[src/acr_pkg.sv]
// Package with register map, field layout and state encodings of the converter control block.
package acr_pkg;
    localparam logic [11:0] ACR_OFF_CTRL0 = 12'h000;
    localparam logic [11:0] ACR_OFF_STAT = 12'h004;
    localparam logic [11:0] ACR_OFF_MASK = 12'h008;
    localparam logic [11:0] ACR_OFF_RESULT = 12'h00C;
    localparam logic [11:0] ACR_OFF_TRIG = 12'h010;
    localparam int ACR_EN_BIT = 0;
    localparam int ACR_GO_BIT = 1;
    localparam int ACR_CHS_LSB = 2;
    localparam int ACR_CHS_MSB = 6;
    localparam logic [7:0] ACR_CTRL_WMASK = 8'h7F;
    localparam logic [7:0] ACR_CTRL_RESET = 8'h00;
    localparam logic [4:0] ACR_CHS_AN9 = 5'h09;
    localparam logic [4:0] ACR_CHS_RSV_LO = 5'h0C;
    localparam logic [4:0] ACR_CHS_RSV_HI = 5'h1C;
    localparam logic [4:0] ACR_CHS_TEMP = 5'h1D;
    localparam logic [4:0] ACR_CHS_DAC = 5'h1E;
    localparam logic [4:0] ACR_CHS_FVR = 5'h1F;
    localparam int ACR_NSRC = 13;
    localparam logic [3:0] ACR_SRC_TEMP = 4'hA;
    localparam logic [3:0] ACR_SRC_DAC = 4'hB;
    localparam logic [3:0] ACR_SRC_FVR = 4'hC;
    localparam logic [1:0] ACR_IRQ_DONE = 2'h1;
    localparam logic [1:0] ACR_IRQ_ABORT = 2'h2;
    localparam int ACR_RES_W = 10;
    typedef enum logic [1:0] {
        ACR_IDLE = 2'b00,
        ACR_CONV = 2'b01,
        ACR_FINISH = 2'b11
    } acr_state_e;
endpackage

[src/acr_ctrl.sv]
// Converter control register 0 with APB slave, status flags and interrupt output.
`timescale 1ns/1ns
// Function
// - Bit 7 of the control register is unimplemented, reads zero and ignores writes.
// - Selector codes 0 to 7 in bits 6..2 route analogue inputs 0 to 7 in order.
// - Selector codes 8 and 9 route analogue inputs 8 and 9 of the larger package.
// - Selector codes 12 through 28 are reserved and connect no channel.
// - Codes 29, 30 and 31 route the temperature indicator, the DAC output and the reference.
// - Writing one to the start/busy bit begins a conversion and it reads one while busy.
// - Hardware clears the start/busy bit one clock after completion sets the done flag.
// - The start/busy bit reads zero when neither a conversion nor its finishing clock is under way.
// - Bit 0 enables the converter, and when zero the converter draws no current.
// - All implemented bits are read/write and reset to zero on any reset.
// - Completion sets the done flag and loads the result into the high and low registers.
// - Clearing the start/busy bit early stops the conversion and stores a partial result.
// - A special event trigger sets the start/busy bit in hardware.
module acr_ctrl (
    input wire logic pclk,
    input wire logic presetn,
    input wire logic psel,
    input wire logic penable,
    input wire logic pwrite,
    input wire logic [11:0] paddr,
    input wire logic [31:0] pwdata,
    output logic [31:0] prdata,
    output logic pready,
    output logic pslverr,
    input wire logic special_trigger,
    input wire logic engine_done,
    input wire logic [acr_pkg::ACR_RES_W-1:0] engine_result,
    output logic engine_start,
    output logic engine_abort,
    output logic converter_enable,
    output logic [acr_pkg::ACR_NSRC-1:0] route_onehot,
    output logic route_none,
    output logic [7:0] result_high,
    output logic [7:0] result_low,
    output logic irq
);
    import acr_pkg::*;

    logic [7:0] ctrl_reg, ctrl_next;
    logic [1:0] stat_reg, stat_next;
    logic [1:0] mask_reg, mask_next;
    logic [9:0] res_reg, res_next;
    acr_state_e state_reg, state_next;
    logic start_reg, start_next;
    logic abort_reg, abort_next;
    logic [31:0] prdata_reg, prdata_next;
    logic pready_reg, pready_next;
    logic pslverr_reg, pslverr_next;
    logic irq_reg, irq_next;
    logic [12:0] route_reg;
    logic none_reg;
    logic [12:0] route_c;
    logic none_c;

    logic setup, acc, wr, rd, hit, go_old;
    logic [4:0] chs;

    // Access completes on the cycle after setup: no wait state, registered answer.
    assign setup = psel && !penable;
    assign acc = psel && penable && pready_reg;
    assign wr = acc && pwrite;
    assign rd = setup && !pwrite;
    assign go_old = ctrl_reg[ACR_GO_BIT];
    assign chs = ctrl_reg[ACR_CHS_MSB:ACR_CHS_LSB];

    always_comb begin
        hit = 1'b0;
        unique case (paddr)
            ACR_OFF_CTRL0, ACR_OFF_STAT, ACR_OFF_MASK, ACR_OFF_RESULT, ACR_OFF_TRIG: hit = 1'b1;
            default: hit = 1'b0;
        endcase
    end

    always_comb begin
        ctrl_next = ctrl_reg;
        stat_next = stat_reg;
        mask_next = mask_reg;
        res_next = res_reg;
        state_next = state_reg;
        start_next = 1'b0;
        abort_next = 1'b0;
        if (wr && paddr == ACR_OFF_CTRL0) begin
            ctrl_next = pwdata[7:0] & ACR_CTRL_WMASK;
        end
        if (wr && paddr == ACR_OFF_MASK) begin
            mask_next = pwdata[1:0];
        end
        if (wr && paddr == ACR_OFF_STAT) begin
            stat_next = stat_reg & ~pwdata[1:0];
        end
        unique case (state_reg)
            ACR_IDLE: begin
                // Start by software write or special event trigger, only when enabled.
                if (ctrl_next[ACR_GO_BIT] && !go_old) begin
                    start_next = ctrl_next[ACR_EN_BIT];
                    state_next = ctrl_next[ACR_EN_BIT] ? ACR_CONV : ACR_IDLE;
                    ctrl_next[ACR_GO_BIT] = ctrl_next[ACR_EN_BIT];
                end else if (special_trigger && ctrl_next[ACR_EN_BIT]) begin
                    ctrl_next[ACR_GO_BIT] = 1'b1;
                    start_next = 1'b1;
                    state_next = ACR_CONV;
                end else begin
                    ctrl_next[ACR_GO_BIT] = 1'b0;
                end
            end
            ACR_CONV: begin
                if (engine_done) begin
                    res_next = engine_result;
                    stat_next[0] = 1'b1;
                    state_next = ACR_FINISH;
                end else if (!ctrl_next[ACR_GO_BIT] || !ctrl_next[ACR_EN_BIT]) begin
                    // Engine fills unconverted bits with the last converted bit on abort.
                    abort_next = 1'b1;
                    res_next = engine_result;
                    stat_next[1] = 1'b1;
                    ctrl_next[ACR_GO_BIT] = 1'b0;
                    state_next = ACR_IDLE;
                end
            end
            ACR_FINISH: begin
                ctrl_next[ACR_GO_BIT] = 1'b0;
                state_next = ACR_IDLE;
            end
            default: state_next = ACR_IDLE;
        endcase
        // Clear by software loses to a fresh hardware set.
        if (state_reg == ACR_CONV && engine_done) begin
            stat_next[0] = 1'b1;
        end
        if (state_reg == ACR_CONV && engine_done) begin
            ctrl_next[ACR_GO_BIT] = 1'b1;
        end
    end

    acr_mux u_mux (
        .input_channel_selector(chs),
        .converter_enable(ctrl_reg[ACR_EN_BIT]),
        .route_onehot(route_c),
        .route_none(none_c)
    );

    always_comb begin
        prdata_next = prdata_reg;
        pready_next = setup;
        pslverr_next = setup && !hit;
        if (rd) begin
            unique case (paddr)
                ACR_OFF_CTRL0: prdata_next = {24'h000000, ctrl_reg};
                ACR_OFF_STAT: prdata_next = {30'h00000000, stat_reg};
                ACR_OFF_MASK: prdata_next = {30'h00000000, mask_reg};
                ACR_OFF_RESULT: prdata_next = {22'h000000, res_reg};
                default: prdata_next = 32'h00000000;
            endcase
        end
        irq_next = |(stat_next & mask_next);
    end

    always_ff @(posedge pclk or negedge presetn) begin
        if (!presetn) begin
            ctrl_reg <= ACR_CTRL_RESET;
            stat_reg <= 2'h0;
            mask_reg <= 2'h0;
            res_reg <= 10'h000;
            state_reg <= ACR_IDLE;
            start_reg <= 1'b0;
            abort_reg <= 1'b0;
            prdata_reg <= 32'h00000000;
            pready_reg <= 1'b0;
            pslverr_reg <= 1'b0;
            irq_reg <= 1'b0;
            route_reg <= 13'h0000;
            none_reg <= 1'b1;
        end else begin
            ctrl_reg <= ctrl_next;
            stat_reg <= stat_next;
            mask_reg <= mask_next;
            res_reg <= res_next;
            state_reg <= state_next;
            start_reg <= start_next;
            abort_reg <= abort_next;
            prdata_reg <= prdata_next;
            pready_reg <= pready_next;
            pslverr_reg <= pslverr_next;
            irq_reg <= irq_next;
            route_reg <= route_c;
            none_reg <= none_c;
        end
    end

    assign prdata = prdata_reg;
    assign pready = pready_reg;
    assign pslverr = pslverr_reg;
    assign engine_start = start_reg;
    assign engine_abort = abort_reg;
    assign converter_enable = ctrl_reg[ACR_EN_BIT];
    assign route_onehot = route_reg;
    assign route_none = none_reg;
    assign result_high = {6'h00, res_reg[9:8]};
    assign result_low = res_reg[7:0];
    assign irq = irq_reg;

    // Register fields: the top bit never holds a one, neither stored nor read back.
    a_bit7_zero: assert property (@(posedge pclk) disable iff (!presetn)
        ctrl_reg[7] == 1'b0)
        else $error("control bit 7 set");

    a_bit7_read: assert property (@(posedge pclk) disable iff (!presetn)
        rd && paddr == ACR_OFF_CTRL0 |=> prdata_reg[7] == 1'b0)
        else $error("control bit 7 read as one");

    // Routing follows the registered selector one clock later.
    a_chs_analog: assert property (@(posedge pclk) disable iff (!presetn)
        ctrl_reg[ACR_EN_BIT] && chs <= ACR_CHS_AN9
        |=> route_onehot == (13'h0001 << $past(chs)))
        else $error("analogue input not routed");

    a_one_route: assert property (@(posedge pclk) disable iff (!presetn)
        $onehot0(route_onehot))
        else $error("more than one input routed");

    a_reserved_none: assert property (@(posedge pclk) disable iff (!presetn)
        chs >= ACR_CHS_RSV_LO && chs <= ACR_CHS_RSV_HI |=> route_none)
        else $error("reserved code routed");

    a_temp_route: assert property (@(posedge pclk) disable iff (!presetn)
        ctrl_reg[ACR_EN_BIT] && chs == ACR_CHS_TEMP |=> route_onehot[ACR_SRC_TEMP])
        else $error("temperature indicator not routed");

    a_dac_route: assert property (@(posedge pclk) disable iff (!presetn)
        ctrl_reg[ACR_EN_BIT] && chs == ACR_CHS_DAC |=> route_onehot[ACR_SRC_DAC])
        else $error("converter output not routed");

    a_fvr_route: assert property (@(posedge pclk) disable iff (!presetn)
        ctrl_reg[ACR_EN_BIT] && chs == ACR_CHS_FVR |=> route_onehot[ACR_SRC_FVR])
        else $error("voltage reference not routed");

    // The busy bit mirrors the conversion state machine.
    a_go_on_start: assert property (@(posedge pclk) disable iff (!presetn)
        start_reg |-> ctrl_reg[ACR_GO_BIT] && state_reg == ACR_CONV)
        else $error("start without busy");

    a_write_starts: assert property (@(posedge pclk) disable iff (!presetn)
        state_reg == ACR_IDLE && wr && paddr == ACR_OFF_CTRL0 && pwdata[ACR_GO_BIT]
        && pwdata[ACR_EN_BIT] |=> start_reg && state_reg == ACR_CONV)
        else $error("busy write did not start");

    a_busy_in_conv: assert property (@(posedge pclk) disable iff (!presetn)
        state_reg == ACR_CONV |-> ctrl_reg[ACR_GO_BIT])
        else $error("busy low during conversion");

    a_done_clears: assert property (@(posedge pclk) disable iff (!presetn)
        state_reg == ACR_CONV && engine_done |=> ##1 !ctrl_reg[ACR_GO_BIT])
        else $error("busy not cleared after done");

    a_idle_not_busy: assert property (@(posedge pclk) disable iff (!presetn)
        state_reg == ACR_FINISH |=> !ctrl_reg[ACR_GO_BIT])
        else $error("busy while idle");

    a_idle_clear: assert property (@(posedge pclk) disable iff (!presetn)
        state_reg == ACR_IDLE |-> !ctrl_reg[ACR_GO_BIT])
        else $error("busy set with no conversion");

    a_disable_none: assert property (@(posedge pclk) disable iff (!presetn)
        !ctrl_reg[ACR_EN_BIT] |=> route_onehot == 13'h0000)
        else $error("route while disabled");

    a_start_enabled: assert property (@(posedge pclk) disable iff (!presetn)
        start_reg |-> ctrl_reg[ACR_EN_BIT])
        else $error("start while disabled");

    a_disabled_nostart: assert property (@(posedge pclk) disable iff (!presetn)
        !ctrl_reg[ACR_EN_BIT] && !wr |=> !start_reg)
        else $error("disabled converter started");

    a_field_write: assert property (@(posedge pclk) disable iff (!presetn)
        wr && paddr == ACR_OFF_CTRL0 |=> ctrl_reg[ACR_EN_BIT] == $past(pwdata[ACR_EN_BIT])
        && chs == $past(pwdata[ACR_CHS_MSB:ACR_CHS_LSB]))
        else $error("control field write lost");

    // Completion and abort side effects.
    a_done_flag: assert property (@(posedge pclk) disable iff (!presetn)
        state_reg == ACR_CONV && engine_done |=> stat_reg[0] && res_reg == $past(engine_result))
        else $error("done flag or result missing");

    a_irq_level: assert property (@(posedge pclk) disable iff (!presetn)
        irq_reg == |(stat_reg & mask_reg))
        else $error("interrupt level wrong");

    a_done_no_abort: assert property (@(posedge pclk) disable iff (!presetn)
        state_reg == ACR_CONV && engine_done |=> !abort_reg && state_reg == ACR_FINISH)
        else $error("completion treated as abort");

    a_abort_pulse: assert property (@(posedge pclk) disable iff (!presetn)
        abort_reg |-> state_reg == ACR_IDLE && !ctrl_reg[ACR_GO_BIT])
        else $error("abort left busy");

    a_clear_aborts: assert property (@(posedge pclk) disable iff (!presetn)
        state_reg == ACR_CONV && !engine_done && wr && paddr == ACR_OFF_CTRL0
        && !pwdata[ACR_GO_BIT] |=> abort_reg && stat_reg[1] && state_reg == ACR_IDLE)
        else $error("busy clear did not abort");

    a_trig_start: assert property (@(posedge pclk) disable iff (!presetn)
        state_reg == ACR_IDLE && special_trigger && ctrl_reg[ACR_EN_BIT] && !wr
        |=> start_reg && ctrl_reg[ACR_GO_BIT])
        else $error("trigger ignored");
endmodule

[src/acr_mux.sv]
// Analogue input route decoder: one-hot connect enables from the channel selector.
`timescale 1ns/1ns
module acr_mux (
    input wire logic [4:0] input_channel_selector,
    input wire logic converter_enable,
    output logic [acr_pkg::ACR_NSRC-1:0] route_onehot,
    output logic route_none
);
    import acr_pkg::*;

    genvar g;
    generate
        for (g = 0; g < ACR_NSRC; g++) begin : g_src
            logic [4:0] code;
            if (g <= 9) begin : g_an
                assign code = 5'(g);
            end else if (g == 10) begin : g_t
                assign code = ACR_CHS_TEMP;
            end else if (g == 11) begin : g_d
                assign code = ACR_CHS_DAC;
            end else begin : g_f
                assign code = ACR_CHS_FVR;
            end
            // Disabled converter connects nothing so the front end draws no current.
            assign route_onehot[g] = converter_enable && (input_channel_selector == code);
        end
    endgenerate

    assign route_none = ~|route_onehot;
endmodule

[config.mk]
export PLATFORM = sky130hd
export DESIGN_NAME = acr_ctrl
export DESIGN_NICKNAME = d
export VERILOG_FILES = /design/src/acr_pkg.sv /design/src/acr_ctrl.sv /design/src/acr_mux.sv
export SDC_FILE = /design/constraint.sdc
export NUM_CORES = 1
export LEC_CHECK = 0
export BUFFER_PORTS_ARGS = -buffer_cell sky130_fd_sc_hd__clkbuf_2
export CAP_MARGIN = 25
export CORE_MARGIN = 3
export CORE_UTILIZATION = 42
export CTS_CLUSTER_DIAMETER = 150
export DETAILED_ROUTE_END_ITERATION = 10
export GPL_ROUTABILITY_DRIVEN = 0
export MAX_ROUTING_LAYER = met4
export PLACE_DENSITY = 0.77
export SLEW_MARGIN = 40
export SYNTH_ARGS = -nofsm -noshare
export SYNTH_HDL_FRONTEND = slang
export SYNTH_HIERARCHICAL = 1
export SYNTH_SLANG_ARGS = --single-unit
[constraint.sdc]
create_clock -name pclk -period 1.5 [get_ports pclk]
set_input_delay 0.075 -clock pclk [delete_from_list [all_inputs] [get_ports pclk]]
set_output_delay 0.075 -clock pclk [all_outputs]
set_load 0.03 [all_outputs]
==> results.toml, run 1 <==
[status]
outcome = "complete, but fails checks"
violations = "setup timing"

[floorplanning]
num_rows = 28
die_y_microns = 85.60
die_w_microns = 85.60
start_util = 0.4417
core_sq_um = 6026
io_pins = 129
die-area_sq_um = 7327

[synth]
syn_area_per_cell_sq_um = 10.04
synth-simple-area-share = 0.1881
synth-seq-cells = 52
yosys.area.top_type = "dfrtp_1"
synthMuxAreaShare = 0.05172
netlist_area_sq_um = 2661
synth_area_leaders = "dfrtp_1 (48%), buf_4 (7.9%), nor2_1 (3.5%)"
synth_cell_types = 47
yosysWarningCount = 6
synth_xor_area_frac = 0
synth_top_cell_area_share = 0.4795
synth_top_flop_cell = "dfrtp_1"
netlist_instances = 265
synth-compound-area-share = 0.1443
synth_fa_ha_area_frac = 0
synth_top_family_by_area = "simple AND/OR/NAND/NOR gates"
ys_seq_area_frac = 0.4894
synth_edf_count = 0
ys_async_sr_fraction = 1.000

[routing]
routedWlPerCell_microns = 15.93
drc_errors = 0
vias = 2354
drt-total-wl_mm = 7.074
drtPass1Iterations = 4
initialDrtViolationCount = 138
viasPerCell = 5.302
drtAntennaViolNets = 0

[timing]
clock_skew_ns = 0.01502
period_share = 1.104
hold_viol = 0
timing.fmax_ghz = 0.6038
setup_ws_ns = -0.1561
period_minus_slack_ns = 1.656
setup_viol = 23
rsz0062_at_grt = "yes"
slew_viol_final = 0

[setup_path]
reg2reg_to = "irq$_DFF_PN0_"
path_max_fanout = 2
endpoint = "irq$_DFF_PN0_"
crit_cells = 4
r2r-start = "pready$_DFF_PN0_"
crit_arrival_ns = 1.86
startpoint_type = "register"
cp.required_ns = 1.71
cp-end-kind = "register"
path_cells = "nand4_1 > or4b_4 > mux2_4 > o2bb2ai_2"
rrSetupSlack_ns = -0.16
r2r_cells = 4
setup.worst_path.start = "pready$_DFF_PN0_"
critPathMaxStageDelay_ns = 0.59
crit_family = "simple AND/OR/NAND/NOR gates"
crit_slowest_cell = "or4b_4"
critical_path_buf_inv_count = 0
path_class = "reg -> reg"

[clock_network]
numCtsBuffers = 5
clock_latency_ns = 0.32
root_buffer = "clkbuf_8"
cts_tree = "yes"
clkSinkCount = 52
cts.path.max_buffers = 2
clkTransAtPathRegs_ns = 0.09
htreeDepth = 2

[hold_path]
min_path_type = "in -> reg"

[placed_design]
numPortBuffers = 75
place_inst = 425
dp_slack_ns = -0.2882
post-dp-hpwl_mm = 4.926

[global_route]
grt_util_all_layers = 0.2032
grt_pass1_wl_mm = 11.58
antenna_found_initial = 0
grt-ovfl-total = 0
grt_max_degree = 37
grt_pass1_vias = 2389

[layout]
layout.nets = 429
largest_reg_flops = 13
final_layout_size_suffix_gt1_frac = 0.3957
num_antenna_cells = 0
stdcell_count = 444
area_growth_pct = 31.88

[pwr]
ir_worst_vdd_uv = 516.8
p_leak_uw = 0.001765
p_per_area_nw_per_um2 = 938.5

[job]
cap_violations = 0
[area by class of cell]
type	instances	area (sq um)
clock buffer	6	72.57
clock inverter	2	13.76
fill	519	2516
inverter	18	67.56
multi-input combinational	180	1230
sequential	52	1304
tap	75	93.84
timing repair buffer	111	728.2
[where the power goes]
part / leakage [uW] / total (uW) / internal, uW / switching [uW]
Sequential: 0.000685 / 1600 / 1500 / 97.9
Combinational: 0.00103 / 880 / 279 / 600
Clock: 0.0000456 / 811 / 334 / 478
[synthesized netlist by cell type, drive strengths merged, types with 2 or more instances]
master,number
nor2,25
nor3,6
nand2b,5
o311ai,10
nor3b,2
nand4,14
a22oi,5
or4b,2
buf,30
nand2,21
mux2,7
inv,18
mux4,2
nor4,3
clkbuf,12
a31oi,11
and3,2
a21oi,2
a21o,2
o21ai,10
nor2b,3
a21boi,2
dfrtp,51
o31ai,2
[how the worst min path moves through the flow]
stage / cells past startpoint / to / slack (ns) / startpoint
3_5_place_dp: 1 / route_onehot[8]$_DFF_PN0_ / 0.03 / presetn
5_1_grt: 2 / ctrl_reg[4]$_DFFE_PN0N_ / 0.006 / pwdata[4]
3_3_place_gp: 1 / ctrl_reg[3]$_DFFE_PN0N_ / 0.02 / presetn
2_1_floorplan: 0 / ctrl_reg[0]$_DFF_PN0_ / -0.22 / presetn
4_1_cts: 2 / ctrl_reg[4]$_DFFE_PN0N_ / 0.002 / pwdata[4]
6_report: 2 / ctrl_reg[4]$_DFFE_PN0N_ / 0.003 / pwdata[4]
[metal layers]
metal	up-vias	track usage	part of all wire
met5	-	-	0
met2	98	0.3446	0.51
li1	1104	-	-
met4	0	0.07914	0.032
met1	1127	0.2393	0.40
met3	25	0.03746	0.059
[per-stage QoR]
stage                     setup TNS [ns]  utilization  power [uW]  instance area [sq um]  hold slack [ns]
after CTS                         -2.471       0.5727        3279                   3451         0.002068
after global routing              -5.761       0.5824        3448                   3510         0.005604
after floorplan                   -3.777            -        2205                   2764          -0.2206
after global placement            -3.234       0.5303        2423                   3196          0.01807
final                             -2.319       0.5824        3294                   3510         0.002999
after detailed placement          -4.382       0.5303        2453                   3196          0.02725
[what timing repair did]
item                                    CTS  global route
gates resized for setup                  19            10
pin swaps                                13             8
hold buffers                              6             0
setup buffers                             1             1
cloned                                    2             1
hold endpoints to repair                 21             0
endpoints found under the setup margin   23            34
[cell families (layout without fill, tap and decap cells)]
kind of cell,Yosys count,after routing
AOI/OAI and AO/OA,52,52
buffers and inverters,60,137
DFF,52,52
muxes,10,10
other,1,28
and+or+nand+nor,90,90
[placed cells by master, fill, tap and decap left out, drive strengths merged, types with 2 or more instances in the layout]
cell type,synthesis,routed
a22oi,5,5
clkbuf,12,81
and3,2,2
nor4,3,3
dlygate4sd3,0,6
nand2b,5,5
nor2,25,25
nand4,14,14
mux4,2,2
nor3,6,6
dfrtp,51,51
inv,18,19
a21o,2,2
a31oi,11,11
conb,1,28
o21ai,10,10
mux2,7,7
a21boi,2,2
nor3b,2,2
nor2b,3,3
or4b,2,2
a21oi,2,2
nand2,21,21
buf,30,30
o311ai,10,10
o31ai,2,2
[worst reg2reg max path, cell delays in order (launching register included)]
cell       delay, ns
dfrtp_2         0.37
nand4_1         0.14
or4b_4          0.60
mux2_4          0.33
o2bb2ai_2       0.12
No activity file was read; power rests on OpenSTA's default activity.
==> run 2: changes to the inputs <==
--- a/config.mk
+++ b/config.mk
@@ -7,6 +7,7 @@
 export LEC_CHECK = 0
 export BUFFER_PORTS_ARGS = -buffer_cell sky130_fd_sc_hd__clkbuf_2
 export CAP_MARGIN = 25
+export CORE_ASPECT_RATIO = 1.75
 export CORE_MARGIN = 3
 export CORE_UTILIZATION = 42
 export CTS_CLUSTER_DIAMETER = 150
==> run 2 against run 1 <==
The flow still finishes with violations (setup timing). Worst hold slack better by 0.0060 ns. Combinational power is 3.0% lower. Via count is 0.51% lower. Fmax is 2.5% lower. Power is 0.81% higher. Flip-flop and latch count stayed put. Global-route usage is 0.11 points lower. Non-clock buffer count is 3 higher. Sequential power hardly changed. Utilization is 0.47 points higher. Largest cell class unchanged.
==> results.toml, run 2 (synthesis gave the netlist of run 1 again) <==
[status]
outcome = "complete, but fails checks"
violations = "setup timing"

[global_route]
grt_max_degree = 26
grt_pass1_vias = 2393
grt_pass1_wl_mm = 11.10
grt-ovfl-total = 0
antenna_found_initial = 0
grt_util_all_layers = 0.2021

[clock_network]
clock_latency_ns = 0.32
htreeDepth = 2
clkSinkCount = 52
cts.path.max_buffers = 2
clkTransAtPathRegs_ns = 0.10
numCtsBuffers = 5
cts_tree = "yes"
root_buffer = "clkbuf_8"

[setup_path]
cp.required_ns = 1.70
setup.worst_path.start = "pready$_DFF_PN0_"
path_max_fanout = 2
startpoint_type = "register"
endpoint = "irq$_DFF_PN0_"
crit_arrival_ns = 1.90
r2r_cells = 5
cp-end-kind = "register"
path_class = "reg -> reg"
reg2reg_to = "irq$_DFF_PN0_"
rrSetupSlack_ns = -0.20
r2r-start = "pready$_DFF_PN0_"

[layout]
largest_reg_flops = 13
final_common_cell = "clkbuf_2"
num_antenna_cells = 0
stdcell_count = 450
design_area_sq_um = 3533
fill_cells = 529
final_cell_mix = "clkbuf_2 (75), dfrtp_1 (50), conb_1 (28)"
final_layout_size_suffix_gt1_frac = 0.4032
layout.nets = 432
area_growth_pct = 32.77

[timing]
period_share = 1.132
rsz0062_at_grt = "yes"
setup_tns_ns = -2.469
period_minus_slack_ns = 1.698
setup_viol = 23
timing.fmax_ghz = 0.5890
hold_viol = 0
setup_ws_ns = -0.1979
slew_viol_final = 0
clock_skew_ns = 0.01121

[floorplanning]
die-area_sq_um = 7366
start_util = 0.4422
io_pins = 129
die_w_microns = 66.18
num_rows = 37
die_y_microns = 111.3
core_sq_um = 6018

[routing]
drtPass1Iterations = 4
drc_errors = 0
initialDrtViolationCount = 104
routedWlPerCell_microns = 15.48
drtAntennaViolNets = 0
drt-total-wl_mm = 6.968
vias = 2342
viasPerCell = 5.204

[pwr]
p_total_uw = 3321
p_leak_uw = 0.001780
p_per_area_nw_per_um2 = 939.8
ir_worst_vdd_uv = 468.7

[job]
cap_violations = 0

[hold_path]
min_path_type = "in -> reg"
hold_depth = 2

[placed_design]
placed_area_sq_um = 3202
numPortBuffers = 75
place_inst = 430
post-dp-hpwl_mm = 5.177
dp_slack_ns = -0.3522
-- run 2: cell count changes in the layout (fill, tap and decap cells not counted), sizes merged --
cell	delta
buf	+3
-- run 2: worst min path at each step --
| stage | start | end |
|---|---|---|
| 6_report | pwdata[4] | ctrl_reg[4]$_DFFE_PN0N_ |
| 3_3_place_gp | presetn | pslverr$_DFF_PN0_ |
| 2_1_floorplan | presetn | ctrl_reg[0]$_DFF_PN0_ |
| 5_1_grt | pwdata[4] | ctrl_reg[4]$_DFFE_PN0N_ |
| 4_1_cts | engine_result[5] | res_reg[5]$_DFFE_PN0P_ |
| 3_5_place_dp | presetn | pslverr$_DFF_PN0_ |
-- run 2: repair_timing --
action                                 in CTS  in global routing
endpoints found under the hold margin      18                  0
gates resized for setup                    18                  7
hold buffers                                6                  0
pin swaps                                  12                  3
setup buffers                              23                  0
cloned                                      2                  0
setup endpoints to repair                  23                 29
-- run 2: per-layer routing --
layer	share of wire	wire length, microns	vias to the layer above	track usage
met2	0.56	3905	90	0.3577
met3	0.054	373	14	0.04057
li1	-	-	1100	-
met1	0.35	2473	1138	0.1993
met5	0	0	-	-
met4	0.031	216	0	0.1058
-- run 2: layout make-up --
cell class	instances	area, sq um	share of cell area
Clock buffer	6	82.58	0.02337
Clock inverter	2	13.76	0.003895
Inverter	18	67.56	0.01912
Tap cell	78	97.59	0.02762
Timing Repair Buffer	114	743.2	0.2103
Multi-Input combinational cell	180	1225	0.3467
Sequential cell	52	1304	0.3690
-- run 2: power by group --
part	switching [uW]	internal [uW]	leakage, uW
Clock	478	378	0.0000516
Sequential	106	1500	0.000685
Combinational	580	273	0.00104
Total	1160	2160	0.00178
-- run 2: worst max-delay path, cell delays in order, from the launching register on --
cell and delay [ns]:
dfrtp_2 0.37, nand4_1 0.10, buf_4 0.17, or4b_4 0.49, mux2_4 0.33, o2bb2ai_2 0.12
-- run 2: through the flow --
stage / hold WS [ns] / util
2_1_floorplan: -0.2206 / -
3_3_place_gp: 0.02308 / 0.5320
3_5_place_dp: 0.03283 / 0.5320
4_1_cts: 0.0009114 / 0.5809
5_1_grt: 0.004063 / 0.5871
6_report: 0.009023 / 0.5871
